<file path="src/core/addr_mode_cond_decode_defines.svh">
`ifndef ADDR_MODE_COND_DECODE_DEFINES_SVH
`define ADDR_MODE_COND_DECODE_DEFINES_SVH
// Byte addresses of the software-visible words.
`define OFS_INSTR   6'h00
`define OFS_FLAGS   6'h04
`define OFS_RM      6'h08
`define OFS_RS      6'h0C
`define OFS_RN      6'h10
`define OFS_CTRL    6'h14
`define OFS_STATUS  6'h18
`define OFS_OPND2   6'h1C
`define OFS_ADDR    6'h20
`define OFS_WBADDR  6'h24
`define OFS_OFFSET  6'h28
// Reset values of the writable words.
`define RST_WORD    32'h0000_0000
`define RST_FLAGS   4'h0
`define RST_CTRL    1'h0
// Flag positions in the flags word: N, Z, C, V.
`define FLAG_N      3
`define FLAG_Z      2
`define FLAG_C      1
`define FLAG_V      0
// Field positions in the status word.
`define ST_PASS     0
`define ST_VALID    1
`define ST_WB       2
`define ST_PRE      3
`define ST_UP       4
`define ST_MODE_LO  5
`define ST_STACK_LO 7
`define ST_MASK_LO  9
`define ST_CARRY    13
`define ST_FORM_LO  14
`endif

</file>
<file path="src/core/addr_mode_cond_decode_pkg.sv">
package addr_mode_cond_decode_pkg;
	// Shift kinds applied to an index or second-operand register.
	typedef enum logic [2:0] {
		shift_left_logical   = 3'h0,
		shift_right_logical  = 3'h1,
		arith_right_shift    = 3'h2,
		rotate_right         = 3'h3,
		rotate_through_carry = 3'h4
	} shift_kind_t;
	// Condition suffix codes as held in the top nibble of an instruction.
	typedef enum logic [3:0] {
		zero_set_cond, zero_clear_cond, carry_set_cond, carry_clear_cond,
		negative_cond, nonneg_cond, overflow_set_cond, overflow_clear_cond,
		unsigned_above_cond, unsigned_at_most_cond, signed_at_least_cond,
		signed_below_cond, signed_above_cond, signed_at_most_cond,
		never_skip_cond, cond_reserved
	} cond_code_t;
	// Block transfer sequences, coded as the before and up bits.
	typedef enum logic [1:0] {
		decrement_after  = 2'h0,
		increment_after  = 2'h1,
		decrement_before = 2'h2,
		increment_before = 2'h3
	} block_mode_t;
	// Stack-type names that alias the block transfer sequences.
	typedef enum logic [1:0] {
		full_descending, empty_descending, full_ascending, empty_ascending
	} stack_type_t;
	// Instruction classes that this decoder recognises.
	typedef enum logic [2:0] {
		form_none, form_operand2, form_single, form_halfword,
		form_block, form_coproc, form_status_write
	} form_t;
endpackage : addr_mode_cond_decode_pkg

</file>
<file path="src/core/shift_if.sv">
`timescale 1ns/1ns
// Carries one shift request and its answer between decoder and shifter.
interface shift_if;
	logic [31:0]                             value;      // Register to shift.
	logic [7:0]                              amount;     // Shift distance.
	addr_mode_cond_decode_pkg::shift_kind_t  kind;       // Shift kind.
	logic                                    carry_in;   // Current C flag.
	logic [31:0]                             result;     // Shifted value.
	logic                                    carry_out;  // Shifter carry.
	modport requester (output value, amount, kind, carry_in, input result, carry_out);
	modport unit (input value, amount, kind, carry_in, output result, carry_out);
endinterface : shift_if

</file>
<file path="src/core/addr_mode_cond_decode.sv">
`timescale 1ns/1ns
`include "addr_mode_cond_decode_defines.svh"
// What this block does
// - User-privilege transfers: offset or post-indexed only.
// - Scaled index: five-bit shift or carry rotate.
// - Halfword/signed: 8-bit immediate or plain index.
// - Load stack aliases map to four sequences.
// - Store stack aliases map to four sequences.
// - Coprocessor offset is 8-bit immediate times four.
// - Operand two: immediate, immediate shift, register shift.
// - Rotate through carry by one place.
// - Field suffixes set control, extension, status, flags.
// - Single-flag conditions and unsigned-higher.
// - Signed at-least passes when N equals V.
// - Signed below passes when N differs V.
// - Signed above needs Z clear, N equals V.
// - Always code executes whatever the flags.
module addr_mode_cond_decode (
	input  wire logic        i_clk_sys,          // System clock, 250 MHz.
	input  wire logic        i_sys_rst,          // Synchronous reset, active high.
	input  wire logic [5:0]  i_avs_address,      // Byte address.
	input  wire logic        i_avs_read,         // Read request.
	input  wire logic        i_avs_write,        // Write request.
	input  wire logic [31:0] i_avs_writedata,    // Write data.
	input  wire logic [3:0]  i_avs_byteenable,   // Byte lanes of a write.
	output logic      [31:0] o_avs_readdata,     // Read data.
	output logic             o_avs_waitrequest,  // Stall of the request.
	output logic             o_cond_pass         // Current condition result.
);
	// Merges the enabled byte lanes of a write into the old word.
	function automatic logic [31:0] merge(input logic [31:0] old_w, input logic [31:0] new_w,
		input logic [3:0] be);
		logic [31:0] m;
		m = old_w;
		for (int i = 0; i < 4; i++) begin
			if (be[i]) m[8*i +: 8] = new_w[8*i +: 8];
		end
		return m;
	endfunction : merge

	// Adds or subtracts an offset according to the up bit.
	function automatic logic [31:0] step(input logic [31:0] base, input logic [31:0] ofs,
		input logic up);
		return up ? base + ofs : base - ofs;
	endfunction : step

	// Gives the stack alias of a block sequence for a load or a store.
	function automatic addr_mode_cond_decode_pkg::stack_type_t stack_alias(
		input addr_mode_cond_decode_pkg::block_mode_t mode, input logic load);
		addr_mode_cond_decode_pkg::stack_type_t s;
		case (mode)
			addr_mode_cond_decode_pkg::increment_after:
				s = load ? addr_mode_cond_decode_pkg::full_descending
				         : addr_mode_cond_decode_pkg::empty_ascending;
			addr_mode_cond_decode_pkg::increment_before:
				s = load ? addr_mode_cond_decode_pkg::empty_descending
				         : addr_mode_cond_decode_pkg::full_ascending;
			addr_mode_cond_decode_pkg::decrement_after:
				s = load ? addr_mode_cond_decode_pkg::full_ascending
				         : addr_mode_cond_decode_pkg::empty_descending;
			addr_mode_cond_decode_pkg::decrement_before:
				s = load ? addr_mode_cond_decode_pkg::empty_ascending
				         : addr_mode_cond_decode_pkg::full_descending;
			default: s = addr_mode_cond_decode_pkg::full_descending;
		endcase
		return s;
	endfunction : stack_alias

	// Software-written words.
	logic [31:0] instr_q, instr_d;   // Instruction under decode.
	logic [3:0]  flags_q, flags_d;   // N, Z, C, V.
	logic [31:0] rm_q, rm_d;         // Index or second-operand register.
	logic [31:0] rs_q, rs_d;         // Register holding a shift distance.
	logic [31:0] rn_q, rn_d;         // Base register.
	logic        ctrl_q, ctrl_d;     // Set: decode as a user-privilege transfer.

	// Decode results, held in flops for the bus to read.
	logic [31:0] status_q;   // Packed decode status.
	logic [31:0] opnd2_q;    // Shifter result.
	logic [31:0] addr_q;     // Transfer address.
	logic [31:0] wbaddr_q;   // Base value written back.
	logic [31:0] offset_q;   // Offset before add or subtract.

	// Bus handshake state.
	logic        ack_q;        // Second cycle of an access.
	logic [31:0] readdata_q;   // Captured read word.

	// Field views of the instruction.
	wire [3:0]  cond_f  = instr_q[31:28];
	wire        pre_f   = instr_q[24];
	wire        up_f    = instr_q[23];
	wire        wb_f    = instr_q[21];
	wire        load_f  = instr_q[20];
	wire [4:0]  imm5_f  = instr_q[11:7];
	wire [1:0]  kind_f  = instr_q[6:5];
	wire        regsh_f = instr_q[4];

	// Instruction class decode.
	wire is_half  = (instr_q[27:25] == 3'h0) && instr_q[7] && instr_q[4]
	                && (instr_q[6:5] != 2'h0);
	wire is_msr   = (instr_q[27:26] == 2'h0) && (instr_q[24:23] == 2'h2)
	                && (instr_q[21:20] == 2'h2);
	wire is_dp    = (instr_q[27:26] == 2'h0) && !is_half && !is_msr;
	wire is_ldst  = (instr_q[27:26] == 2'h1);
	wire is_block = (instr_q[27:25] == 3'h4);
	wire is_cop   = (instr_q[27:25] == 3'h6);

	// Operand two immediate: eight bits rotated right by twice a nibble.
	wire [4:0]  imm_rot = {instr_q[11:8], 1'b0};
	wire [31:0] imm_val = ({24'h0, instr_q[7:0]} >> imm_rot)
	                      | ({24'h0, instr_q[7:0]} << (6'h20 - {1'b0, imm_rot}));
	wire        imm_c   = (imm_rot == 5'h0) ? flags_q[`FLAG_C] : imm_val[31];
	wire        dp_imm  = is_dp && instr_q[25];

	// An immediate distance of zero means 32 for right shifts, and a
	// zero rotate means the one-place rotate through carry.
	wire by_reg   = is_dp && regsh_f;
	wire zero_imm = (imm5_f == 5'h0) && !by_reg;
	wire [7:0] sh_amt = by_reg ? rs_q[7:0]
	                  : (zero_imm && (kind_f != 2'h0)) ? 8'h20 : {3'h0, imm5_f};
	wire addr_mode_cond_decode_pkg::shift_kind_t sh_kind =
		(zero_imm && (kind_f == 2'h3)) ? addr_mode_cond_decode_pkg::rotate_through_carry
		: addr_mode_cond_decode_pkg::shift_kind_t'({1'b0, kind_f});

	// Shift request to the barrel shifter.
	shift_if sh_bus ();
	assign sh_bus.value    = rm_q;
	assign sh_bus.amount   = sh_amt;
	assign sh_bus.kind     = sh_kind;
	assign sh_bus.carry_in = flags_q[`FLAG_C];

	operand_shifter u_shifter (
		.sh (sh_bus.unit)
	);

	// Condition evaluation on the current flags.
	wire cond_ok;
	cond_check u_cond (
		.i_cond  (addr_mode_cond_decode_pkg::cond_code_t'(cond_f)),
		.i_flags (flags_q),
		.o_pass  (cond_ok)
	);

	// Operand two: immediate, or the shifted register.
	wire [31:0] opnd2_d = dp_imm ? imm_val : sh_bus.result;
	wire        carry_d = dp_imm ? imm_c : sh_bus.carry_out;

	// Offset of each transfer class before the up bit is applied.
	wire [31:0] ofs_single = instr_q[25] ? sh_bus.result
	                       : {20'h0, instr_q[11:0]};
	wire [31:0] ofs_half   = instr_q[22] ? {24'h0, instr_q[11:8], instr_q[3:0]}
	                       : rm_q;
	wire [31:0] ofs_cop    = {22'h0, instr_q[7:0], 2'h0};
	wire [31:0] ofs_any    = is_ldst ? ofs_single : is_half ? ofs_half : ofs_cop;

	// Offset and indexed addressing shared by single, halfword and coprocessor.
	wire [31:0] idx_sum  = step(rn_q, ofs_any, up_f);
	wire [31:0] idx_addr = pre_f ? idx_sum : rn_q;
	wire        idx_wb   = !pre_f || wb_f;

	// A user-privilege transfer has no pre-indexed writeback form.
	wire single_ok = !(ctrl_q && pre_f && wb_f);
	// A halfword transfer with post-index and the writeback bit is not defined.
	wire half_ok   = pre_f || !wb_f;
	// A coprocessor transfer with neither index nor writeback is not a transfer.
	wire cop_ok    = pre_f || wb_f;

	// Block transfer: four bytes per listed register.
	logic [4:0] reg_cnt;
	always_comb begin
		reg_cnt = 5'h0;
		for (int i = 0; i < 16; i++) begin
			reg_cnt = reg_cnt + {4'h0, instr_q[i]};
		end
	end
	wire [31:0] blk_len  = {25'h0, reg_cnt, 2'h0};
	wire addr_mode_cond_decode_pkg::block_mode_t blk_mode =
		addr_mode_cond_decode_pkg::block_mode_t'({pre_f, up_f});
	wire [31:0] blk_wb   = step(rn_q, blk_len, up_f);
	wire [31:0] blk_addr =
		(blk_mode == addr_mode_cond_decode_pkg::increment_after)  ? rn_q
		: (blk_mode == addr_mode_cond_decode_pkg::increment_before) ? rn_q + 32'h4
		: (blk_mode == addr_mode_cond_decode_pkg::decrement_after)  ? blk_wb + 32'h4
		: blk_wb;
	wire addr_mode_cond_decode_pkg::stack_type_t blk_stack =
		stack_alias(blk_mode, load_f);

	// Status-register write mask: control, extension, status, flags.
	wire [3:0] psr_mask = is_msr ? {instr_q[16], instr_q[17], instr_q[18], instr_q[19]}
	                    : 4'h0;

	// Class and validity summary.
	wire addr_mode_cond_decode_pkg::form_t form =
		is_msr   ? addr_mode_cond_decode_pkg::form_status_write
		: is_half  ? addr_mode_cond_decode_pkg::form_halfword
		: is_dp    ? addr_mode_cond_decode_pkg::form_operand2
		: is_ldst  ? addr_mode_cond_decode_pkg::form_single
		: is_block ? addr_mode_cond_decode_pkg::form_block
		: is_cop   ? addr_mode_cond_decode_pkg::form_coproc
		: addr_mode_cond_decode_pkg::form_none;
	wire form_ok = is_ldst ? single_ok : is_half ? half_ok : is_cop ? cop_ok
	             : (form != addr_mode_cond_decode_pkg::form_none);
	wire is_idx  = is_ldst || is_half || is_cop;
	wire wb_en   = is_idx ? idx_wb : is_block ? wb_f : 1'b0;

	// Packed status word for software.
	wire [31:0] status_d = {15'h0, form, carry_d, psr_mask, blk_stack, blk_mode,
	                        up_f, pre_f, wb_en, form_ok, cond_ok};

	// Decode results are refreshed every clock from the written words.
	always_ff @(posedge i_clk_sys) begin
		if (i_sys_rst) begin
			status_q <= `RST_WORD;
			opnd2_q  <= `RST_WORD;
			addr_q   <= `RST_WORD;
			wbaddr_q <= `RST_WORD;
			offset_q <= `RST_WORD;
		end else begin
			status_q <= status_d;
			opnd2_q  <= opnd2_d;
			addr_q   <= is_block ? blk_addr : is_idx ? idx_addr : `RST_WORD;
			wbaddr_q <= is_block ? blk_wb : is_idx ? idx_sum : `RST_WORD;
			offset_q <= is_block ? blk_len : is_idx ? ofs_any : `RST_WORD;
		end
	end

	// Bus decode: every access waits one cycle, then completes.
	wire access  = i_avs_read || i_avs_write;
	wire do_wr   = i_avs_write && ack_q;
	wire hit_ins = (i_avs_address == `OFS_INSTR);
	wire hit_flg = (i_avs_address == `OFS_FLAGS);
	wire hit_rm  = (i_avs_address == `OFS_RM);
	wire hit_rs  = (i_avs_address == `OFS_RS);
	wire hit_rn  = (i_avs_address == `OFS_RN);
	wire hit_ctl = (i_avs_address == `OFS_CTRL);

	// Read selection; unmapped addresses read as zero.
	wire [31:0] rd_mux =
		hit_ins ? instr_q : hit_flg ? {28'h0, flags_q} : hit_rm ? rm_q
		: hit_rs ? rs_q : hit_rn ? rn_q : hit_ctl ? {31'h0, ctrl_q}
		: (i_avs_address == `OFS_STATUS) ? status_q
		: (i_avs_address == `OFS_OPND2)  ? opnd2_q
		: (i_avs_address == `OFS_ADDR)   ? addr_q
		: (i_avs_address == `OFS_WBADDR) ? wbaddr_q
		: (i_avs_address == `OFS_OFFSET) ? offset_q : `RST_WORD;

	// Next values of the writable words; unmapped writes are dropped.
	assign instr_d = (do_wr && hit_ins) ? merge(instr_q, i_avs_writedata, i_avs_byteenable)
	               : instr_q;
	assign flags_d = (do_wr && hit_flg && i_avs_byteenable[0]) ? i_avs_writedata[3:0]
	               : flags_q;
	assign rm_d    = (do_wr && hit_rm) ? merge(rm_q, i_avs_writedata, i_avs_byteenable)
	               : rm_q;
	assign rs_d    = (do_wr && hit_rs) ? merge(rs_q, i_avs_writedata, i_avs_byteenable)
	               : rs_q;
	assign rn_d    = (do_wr && hit_rn) ? merge(rn_q, i_avs_writedata, i_avs_byteenable)
	               : rn_q;
	assign ctrl_d  = (do_wr && hit_ctl && i_avs_byteenable[0]) ? i_avs_writedata[0]
	               : ctrl_q;

	// Writable words.
	always_ff @(posedge i_clk_sys) begin
		if (i_sys_rst) begin
			instr_q <= `RST_WORD;
			flags_q <= `RST_FLAGS;
			rm_q    <= `RST_WORD;
			rs_q    <= `RST_WORD;
			rn_q    <= `RST_WORD;
			ctrl_q  <= `RST_CTRL;
		end else begin
			instr_q <= instr_d;
			flags_q <= flags_d;
			rm_q    <= rm_d;
			rs_q    <= rs_d;
			rn_q    <= rn_d;
			ctrl_q  <= ctrl_d;
		end
	end

	// Handshake: read data is captured in the stall cycle and stands at
	// the completing edge.
	always_ff @(posedge i_clk_sys) begin
		if (i_sys_rst) begin
			ack_q      <= 1'b0;
			readdata_q <= `RST_WORD;
		end else begin
			ack_q <= access && !ack_q;
			if (i_avs_read && !ack_q) begin
				readdata_q <= rd_mux;
			end
		end
	end

	assign o_avs_waitrequest = access && !ack_q;
	assign o_avs_readdata    = readdata_q;
	assign o_cond_pass       = status_q[`ST_PASS];
endmodule : addr_mode_cond_decode

</file>
<file path="src/core/cond_check.sv">
`timescale 1ns/1ns
`include "addr_mode_cond_decode_defines.svh"
// Decides whether a condition suffix passes on the N, Z, C and V flags.
module cond_check (
	input  wire addr_mode_cond_decode_pkg::cond_code_t i_cond,   // Suffix code.
	input  wire logic [3:0]                             i_flags,  // N, Z, C, V.
	output logic                                        o_pass    // Condition holds.
);
	wire n = i_flags[`FLAG_N];
	wire z = i_flags[`FLAG_Z];
	wire c = i_flags[`FLAG_C];
	wire v = i_flags[`FLAG_V];

	// One branch per suffix; the reserved code never passes.
	always_comb begin
		case (i_cond)
			addr_mode_cond_decode_pkg::zero_set_cond:         o_pass = z;
			addr_mode_cond_decode_pkg::zero_clear_cond:       o_pass = !z;
			addr_mode_cond_decode_pkg::carry_set_cond:        o_pass = c;
			addr_mode_cond_decode_pkg::carry_clear_cond:      o_pass = !c;
			addr_mode_cond_decode_pkg::negative_cond:         o_pass = n;
			addr_mode_cond_decode_pkg::nonneg_cond:           o_pass = !n;
			addr_mode_cond_decode_pkg::overflow_set_cond:     o_pass = v;
			addr_mode_cond_decode_pkg::overflow_clear_cond:   o_pass = !v;
			addr_mode_cond_decode_pkg::unsigned_above_cond:   o_pass = c && !z;
			addr_mode_cond_decode_pkg::unsigned_at_most_cond: o_pass = !c || z;
			addr_mode_cond_decode_pkg::signed_at_least_cond:  o_pass = (n == v);
			addr_mode_cond_decode_pkg::signed_below_cond:     o_pass = (n != v);
			addr_mode_cond_decode_pkg::signed_above_cond:     o_pass = !z && (n == v);
			addr_mode_cond_decode_pkg::signed_at_most_cond:   o_pass = z || (n != v);
			addr_mode_cond_decode_pkg::never_skip_cond:       o_pass = 1'b1;
			default:                                          o_pass = 1'b0;
		endcase
	end
endmodule : cond_check

</file>
<file path="src/core/operand_shifter.sv">
`timescale 1ns/1ns
// Barrel shifter; a distance of zero leaves value and carry unchanged for every kind but the rotate through carry.
module operand_shifter (
	shift_if.unit sh
);
	logic [32:0] wide;  // Result with the carry bit alongside.
	logic [4:0]  rot;   // Rotate distance modulo 32.

	// Each kind works on 33 bits so the last bit shifted out is the carry.
	always_comb begin
		wide = {sh.carry_in, sh.value};
		rot  = sh.amount[4:0];
		case (sh.kind)
			addr_mode_cond_decode_pkg::shift_left_logical: begin
				if (sh.amount > 8'h20) wide = 33'h0_0000_0000;
				else if (sh.amount != 8'h00) wide = {1'b0, sh.value} << sh.amount;
			end
			addr_mode_cond_decode_pkg::shift_right_logical: begin
				if (sh.amount > 8'h20) wide = 33'h0_0000_0000;
				else if (sh.amount != 8'h00) begin
					wide = {sh.value, 1'b0} >> sh.amount;
					wide = {wide[0], wide[32:1]};
				end
			end
			addr_mode_cond_decode_pkg::arith_right_shift: begin
				if (sh.amount != 8'h00) begin
					wide = 33'($signed({sh.value, 1'b0}) >>> ((sh.amount > 8'h20) ? 8'h20 : sh.amount));
					wide = {wide[0], wide[32:1]};
				end
			end
			addr_mode_cond_decode_pkg::rotate_right: begin
				if (sh.amount != 8'h00) begin
					wide[31:0] = (sh.value >> rot) | (sh.value << (6'h20 - {1'b0, rot}));
					wide[32]   = wide[31];
				end
			end
			// Rotate one place through carry.
			addr_mode_cond_decode_pkg::rotate_through_carry: begin
				wide = {sh.value[0], sh.carry_in, sh.value[31:1]};
			end
			default: wide = {sh.carry_in, sh.value};
		endcase
	end

	assign sh.result    = wide[31:0];
	assign sh.carry_out = wide[32];
endmodule : operand_shifter

</file>
<file path="config.mk">
export PLATFORM = sky130hd
export DESIGN_NAME = addr_mode_cond_decode
export DESIGN_NICKNAME = d
export VERILOG_FILES = /design/src/core/addr_mode_cond_decode_pkg.sv /design/src/core/shift_if.sv /design/src/core/addr_mode_cond_decode.sv /design/src/core/cond_check.sv /design/src/core/operand_shifter.sv
export VERILOG_INCLUDE_DIRS = /design/src /design/src/core
export SDC_FILE = /design/constraint.sdc
export NUM_CORES = 2
export LEC_CHECK = 0
export ABC_AREA = 1
export BUFFER_PORTS_ARGS = -buffer_cell sky130_fd_sc_hd__buf_2
export CAP_MARGIN = 20
export CORE_MARGIN = 1
export CORE_UTILIZATION = 45
export DETAILED_ROUTE_END_ITERATION = 8
export SYNTH_ARGS = -nofsm -noshare
export SYNTH_HDL_FRONTEND = slang
export SYNTH_HIERARCHICAL = 1
export SYNTH_SLANG_ARGS = --single-unit
</file>
<file path="constraint.sdc">
create_clock -name i_clk_sys -period 7.25 [get_ports i_clk_sys]
set_input_delay 1.45 -clock i_clk_sys [delete_from_list [all_inputs] [get_ports i_clk_sys]]
set_output_delay 1.45 -clock i_clk_sys [all_outputs]
set_load 0.005 [all_outputs]
</file>
Word level (Yosys, flattened, before mapping). Cells that the tools add are included.

Add/subtract/negate cells: 23. $mul: 0. Divide/modulo/power cells: 0. $lt $le $gt $ge: 1. Equal/unequal tests: 38. Shift-type cells: 7. Multiplexer cells: 58. Bitwise gates (word level): 4. Reductions and logical operators: 75.

Operators by type and width (count): 32-bit two-way mux (26); 33-bit two-way mux (6); 33-bit case mux with 5 select lines (1); 32-bit by 3-bit adder with 32-bit output, second input constant (2); 32-bit bitwise OR (2); 5-bit by 1-bit adder with 5-bit output (11); 32-bit by 8-bit left shift with 33-bit output (1); 33-bit by 8-bit >> shifter with 33-bit output (1); 33-bit by 8-bit >>> shifter with 33-bit output (1); 32-bit adder (1); 32-bit by 7-bit adder with 32-bit output (1); 2-bit AND reduction (16); 32-bit by 6-bit left shift with 32-bit output (1); 8-bit by 6-bit left shift with 32-bit output (1); 32-bit by 5-bit >> shifter with 32-bit output (1); 8-bit by 5-bit >> shifter with 32-bit output (1); 32-bit subtractor (1); 32-bit by 7-bit subtractor with 32-bit output (1); 4-bit == test, second input constant (7); 1-bit logical AND (27); 6-bit by 5-bit == test with 1-bit output, second input constant (4); 3-bit two-way mux (7); 6-bit == test, second input constant (3); 4-bit by 3-bit == test with 1-bit output, second input constant (4); 37 further kinds (79).

Bits in registers: 326. Latch bits: 0. RAM bits: 0. ROM bits: 0. Output and inout port bits: 34. Memories: 0.

Longest topological paths before layout.
Depth after elaboration: 25. Mapped depth: 64. Mapped depth without buffers: 60.

Cells and area by module. The synthesis kept the hierarchy.

By module, submodules not included: addr_mode_cond_decode (times used 1, cells each 3299, area each 20933.8 um^2, seq. area each 6185.9 um^2); operand_shifter (times used 1, cells each 1981, area each 9152.5 um^2, seq. area each 0.0 um^2); cond_check (times used 1, cells each 55, area each 229.0 um^2, seq. area each 0.0 um^2).

Worst setup path after synthesis. No wires, ideal clock.

Kind: reg2reg. Start: register instr_q[23]. End: register addr_q[27]. Data arrival time: 7.029 ns. Required time: 7.134 ns. Slack: 0.105 ns. Stages on the path, launching flop included: 53. Buffers on the path: 6. Cells stage by stage: dfxtp_1 > clkbuf_1 > nor4_1 > nor3_1 > inv_1 > nor2_1 > clkbuf_1 > o21ai_0 > inv_2 > buf_2 > buf_1 > ha_1 > nand2_2 > nor2_4 > nand2_2 > nand2_4 > buf_8 > nand2_4 > (+17 left out) > nand2_2 > nor2_2 > nand2_1 > nand2_2 > o21a_2 > xor2_1 > ha_1 > nand2_1 > nor4_1 > nand3b_1 > nand3_1 > inv_1 > o21ai_0 > nand2_1 > nand3_1 > nand2_1 > o21ai_0 > nand2_1.

Longest elaborated chain between the ends: 23.

Ends and longest elaborated chain: from (decl) (RTL line addr_mode_cond_decode.sv:70) `logic [31:0] instr_q, instr_d;`; from (signal assigned) (RTL line addr_mode_cond_decode.sv:264) `` instr_q <= `RST_WORD; ``; from (signal assigned) (RTL line addr_mode_cond_decode.sv:271) `instr_q <= instr_d;`; 2-bit == test (*) (RTL line addr_mode_cond_decode.sv:101) `wire is_msr = (instr_q[27:26] == 2'h0) && (instr_q[24:23] == 2'h2)`; 1-bit logical AND (*) (RTL line addr_mode_cond_decode.sv:101); 1-bit logical AND (*) (RTL line addr_mode_cond_decode.sv:102) `&& (instr_q[21:20] == 2'h2);`; 1-bit zero test (*) (RTL line addr_mode_cond_decode.sv:103) `wire is_dp = (instr_q[27:26] == 2'h0) && !is_half && !is_msr;`; 1-bit logical AND (*) (RTL line addr_mode_cond_decode.sv:103); 1-bit logical AND (*) (RTL line addr_mode_cond_decode.sv:117) `wire by_reg = is_dp && regsh_f;`; 1-bit zero test (RTL line addr_mode_cond_decode.sv:118) `wire zero_imm = (imm5_f == 5'h0) && !by_reg;`; 1-bit logical AND (RTL line addr_mode_cond_decode.sv:118); (+3 left out); net sh_amt[1] (RTL line addr_mode_cond_decode.sv:119) `wire [7:0] sh_amt = by_reg ? rs_q[7:0]`; (+4 left out); 33-bit case mux with 5 select lines (*) (RTL line operand_shifter.sv:13) `case (sh.kind)`; net sh_bus.result[1] (RTL line shift_if.sv:8) `logic [31:0] result;`; 32-bit two-way mux (*) (RTL line addr_mode_cond_decode.sv:149) `wire [31:0] ofs_single = instr_q[25] ? sh_bus.result`; 32-bit two-way mux (*) (RTL line addr_mode_cond_decode.sv:154) `wire [31:0] ofs_any = is_ldst ? ofs_single : is_half ? ofs_half : ofs_cop;`; 32-bit subtractor / 32-bit adder (equally long branches) (RTL line addr_mode_cond_decode.sv:44) `return up ? base + ofs : base - ofs;`; 32-bit two-way mux (*) (RTL line addr_mode_cond_decode.sv:44); 32-bit two-way mux (*) (RTL line addr_mode_cond_decode.sv:158) `wire [31:0] idx_addr = pre_f ? idx_sum : rn_q;`; 32-bit two-way mux (no line) (*) (2 in series); to (signal assigned) (RTL line addr_mode_cond_decode.sv:215) `` addr_q <= `RST_WORD; ``; to (signal assigned) (RTL line addr_mode_cond_decode.sv:221) `` addr_q <= is_block ? blk_addr : is_idx ? idx_addr : `RST_WORD; ``; to (decl) (RTL line addr_mode_cond_decode.sv:80) `logic [31:0] addr_q;`.

Mark *: on every way through the listed nets, which the timed path passes. The rest lies on a longest branch. A chain may end at the register's enable or synchronous reset.

Final worst setup path.
Start: register instr_q[6]. End: register wbaddr_q[31].

Longest elaborated chain between the ends: 22.

Ends and longest elaborated chain: 2-bit nonzero test (*) (RTL line addr_mode_cond_decode.sv:100, addr_mode_cond_decode.sv:120); 1-bit logical AND (RTL line addr_mode_cond_decode.sv:100) `&& (instr_q[6:5] != 2'h0);`; 1-bit zero test (RTL line addr_mode_cond_decode.sv:103); 1-bit logical AND (2 in series) (RTL line addr_mode_cond_decode.sv:103); 1-bit logical AND (RTL line addr_mode_cond_decode.sv:117); 1-bit zero test (RTL line addr_mode_cond_decode.sv:118); 1-bit logical AND (RTL line addr_mode_cond_decode.sv:118); 1-bit logical AND (RTL line addr_mode_cond_decode.sv:120) `: (zero_imm && (kind_f != 2'h0)) ? 8'h20 : {3'h0, imm5_f};`; (+2 left out); net sh_amt[0] (RTL line addr_mode_cond_decode.sv:119); (+3 left out); 33-bit two-way mux, on equally long branches (RTL line operand_shifter.sv:26, operand_shifter.sv:32); 33-bit case mux with 5 select lines (*) (RTL line operand_shifter.sv:13); net sh_bus.result[9] (RTL line shift_if.sv:8); 32-bit two-way mux (*) (RTL line addr_mode_cond_decode.sv:149); 32-bit two-way mux (*) (RTL line addr_mode_cond_decode.sv:154); 32-bit subtractor / 32-bit adder (equally long branches) (RTL line addr_mode_cond_decode.sv:44); 32-bit two-way mux (*) (RTL line addr_mode_cond_decode.sv:44); 32-bit two-way mux (no line) (*) (2 in series); to (signal assigned) (RTL line addr_mode_cond_decode.sv:216) `` wbaddr_q <= `RST_WORD; ``; to (signal assigned) (RTL line addr_mode_cond_decode.sv:222) `` wbaddr_q <= is_block ? blk_wb : is_idx ? idx_sum : `RST_WORD; ``; to (decl) (RTL line addr_mode_cond_decode.sv:81) `logic [31:0] wbaddr_q;`.

Marked as above.

==> impl_results.md <==
* Max-Cap Viols at 0
* Sink Count at roughly 310
* Clock transition at path regs at around 0.06 ns
* Residual DRC count at 0
* Ys Warns at 6
* Pin slew with the least headroom to its limit at slightly above 1 ns
* Fmax at ~140 MHz
* Worst r2r src: instr_q[6]
* Synth area leaders: dfxtp_1 20%, nand2_1 16%, nand3_1 12%
* Post-synth top area cell: dfxtp_1
* Worst Setup SP: instr_q[6]
* Final Hold Viols at 0
* Row cnt at 94
* Hold Crit Class: flip-flop to flip-flop
* CP max stage delay at 0.35 ns
* Multi-input gate area in the final layout at roughly 22,000 µm²
* Synth cell count leaders: 1,324 x nand2_1, 701 x nand3_1, 538 x o21ai_0
* Startpoint Class: flip-flop
* Number of enable flip-flop cells after synthesis at 0
* TritonCTS clock tree: done
* Final wirelength at between 150,000 and 200,000 µm
* Wirelength per Cell at roughly 25 µm
* Syn-to-layout area delta at 23.7%
* Syn Nets at ~5,500
* Cts bufs inserted at 37
* Area after DPL at between 30,000 and 40,000 µm²
* Mapped Avg Cell Area at 5.68 µm²
* DIE WIDTH at 262 µm
* Crit path top cell by count: nand2_1
* Crit share post-route at a little over nine tenths
* Via/cell ratio at 6.27
* Worst Path Arrival at 7.59 ns
* Ys flop type: dfxtp_1
* Fill count at a little under 7,000
* Core ar. at approximately 66,000 µm²
* Final #Nets at 5,876
* Critical path type: flip-flop to flip-flop
* Cell Area, Synth at 30,300 µm²
* Die height at approximately 260 µm
* Seq/Total Area, Yosys at slightly above 20%
* Worst slew margin at around 32%
* Post-route cell area at ~38,000 µm²
* #FFs+latches synth at approximately 300
* Port bufs at 79
* Count leader, synth: nand2_1
* Max Root-Sink Buffers at 3
* Slowest stage cell, crit path: ha_1
* Gpl congestion at 1.10
* Crit end category: flip-flop
* Root buffer selected by CTS: clkbuf_16
* Ports at 80
* Cell variety after synth at 66
* Worst VDD drop at ~0.15 mV
* Hold wc startpoint: rs_q[30]
* Synth top area share at between 20% and 30%
* Via count at roughly 42,000
* Final Skew at 0.0368 ns
* Largest net degree at the start of global routing at between 70 and 80
* Ys async rst share at 0%
* H-tree depth at 2
* DRT antenna net count at 0
* Gr ovfl total at 0
* Critical Path Fanout Max at 18
* Share of post-route cells with drive strength above 1 at 18.5%
* Post-place setup slack at -0.270 ns
* Total GRT Usage at between 40% and 50%
* Vias in the first global route at 36,400
* Final slew viol count at 0
* Reg area at ~6200 µm²
* Initial antenna violation count at 7
* Leakage at 0.0167 µW
* Die area at just under 70,000 µm²
* Initial DRC count at just under 7,000
* Mapped Cells at 5,335
* Initial Utilization at a little under half
* Worst skew pair latency at 0.59 ns
* P per Cell Area at between 100 and 150 nW/µm²
* Final Setup Violations at 0
* Status: completed
* DP HPWL at about 130,000 µm
* DRT Pass-1 Iters at 9
* Fin Hold WS at around 0.45 ns
* First-pass GRT wire length at 241,000 µm
* WP data required at 7.76 ns
* Fin crit period at a little over 7 ns
* Final WS setup at roughly 0.16 ns
sequential cells by signal, summed over array words and instances, names as in the netlist:
| register | cells |
|---|---|
| ack_q | 1 |
| rs_q | 32 |
| o_avs_readdata | 32 |
| wbaddr_q | 32 |
| addr_q | 32 |
| rm_q | 32 |
| flags_q | 4 |
| ctrl_q | 1 |
| offset_q | 32 |
| rn_q | 32 |
| instr_q | 32 |
| status_q | 15 |
| opnd2_q | 32 |
cells in the final DEF (no fill, tap or decap), drive strengths merged, types with 2 or more instances in the layout:
cell,synthesis,routed
a211oi,23,23
a21boi,3,3
a21o,10,10
a21oi,458,458
a221oi,6,6
a31oi,37,37
a32oi,2,2
a41oi,3,3
and2,6,6
buf,127,673
clkbuf,178,55
clkinv,10,21
dfxtp,309,309
diode,0,3
fa,12,12
ha,72,72
inv,502,504
mux2i,13,13
nand2,1360,1361
nand3,711,711
nand3b,6,6
nand4,54,54
nor2,535,535
nor3,65,65
nor4,8,8
o2111ai,6,6
o211ai,72,72
o21a,8,8
o21ai,570,570
o21bai,12,12
o221ai,11,11
o22ai,39,39
o31ai,15,15
or2,17,17
xnor2,19,19
xor2,49,49
metal layers:
layer	global-route usage [%]	vias to the layer above	wire length [µm]
li1	-	18700	-
met1	68.2	19300	70700
met2	62.8	3139	63200
met3	19.1	402	28000
met4	14.3	10	6110
met5	2.43	-	286
final timing paths:
| path | endpoint | slack, ns | cells past startpoint |
|---|---|---|---|
| max | wbaddr_q[31] | 0.16 | 54 |
| min | rs_q[30] | 0.45 | 2 |
| max reg2reg | wbaddr_q[31] | 0.16 | 54 |
| min reg2reg | rs_q[30] | 0.45 | 2 |
power by group:
group / total, µW / internal (µW) / switching [µW]
registers: 1730 / 1710 / 12.9
logic: 284 / 80.9 / 203
clock network: 1930 / 1090 / 840
total: 3940 / 2880 / 1060
critical path, delay by kind of cell (launching register included):
family,cells,cell delay (ns)
AOI/OAI and AO/OA,9,1.00
adders and majority gates,2,0.54
and+or+nand+nor,27,3.48
DFF,1,0.33
buffers and inverters,15,1.44
xor gates and xnor gates,1,0.17
final cells by class:
type	count	area share [%]
Clock inverter	15	0.374
Tap cell	864	2.88
Clock buffer	52	2.89
Timing Repair Buffer	676	14.0
Multi-Input combinational cell	4210	58.2
Inverter	512	5.17
Antenna cell	3	0.0200
Sequential cell	309	16.5
cells by family (layout without fill, tap and decap cells):
kind of cell | after synthesis | in the layout | share of synthesized area [%]
other | 0 | 3 | 0
AOI/OAI and AO/OA | 1282 | 1282 | 23.2
adders and majority gates | 84 | 84 | 3.76
buffers and inverters | 817 | 1255 | 10.8
DFF | 309 | 309 | 20.4
and+or+nand+nor | 2762 | 2763 | 39.4
muxes | 13 | 13 | 0.429
xor gates and xnor gates | 68 | 68 | 1.99
repair_timing:
item | 4_1_cts | 5_1_grt
setup endpoints to repair | 25 | 44
pin swaps | 3 | 56
hold buffers | 0 | 0
gates resized for setup | 26 | 269
setup buffers | 6 | 34
gates cloned | 0 | 4
per-stage QoR:
step / instances / TNS (ns) / util, % / total power, µW
global placement: 6525 / -3.09 / 52.7 / 2020
floorplan: 5335 / 0 / - / 1890
detailed placement: 6526 / -2.76 / 52.7 / 2020
finish: 6641 / 0 / 56.7 / 3940
CTS: 6599 / 0 / 54.7 / 3900
global route: 6638 / -1.87 / 56.6 / 4000
(Power assumes the default switching activity.)
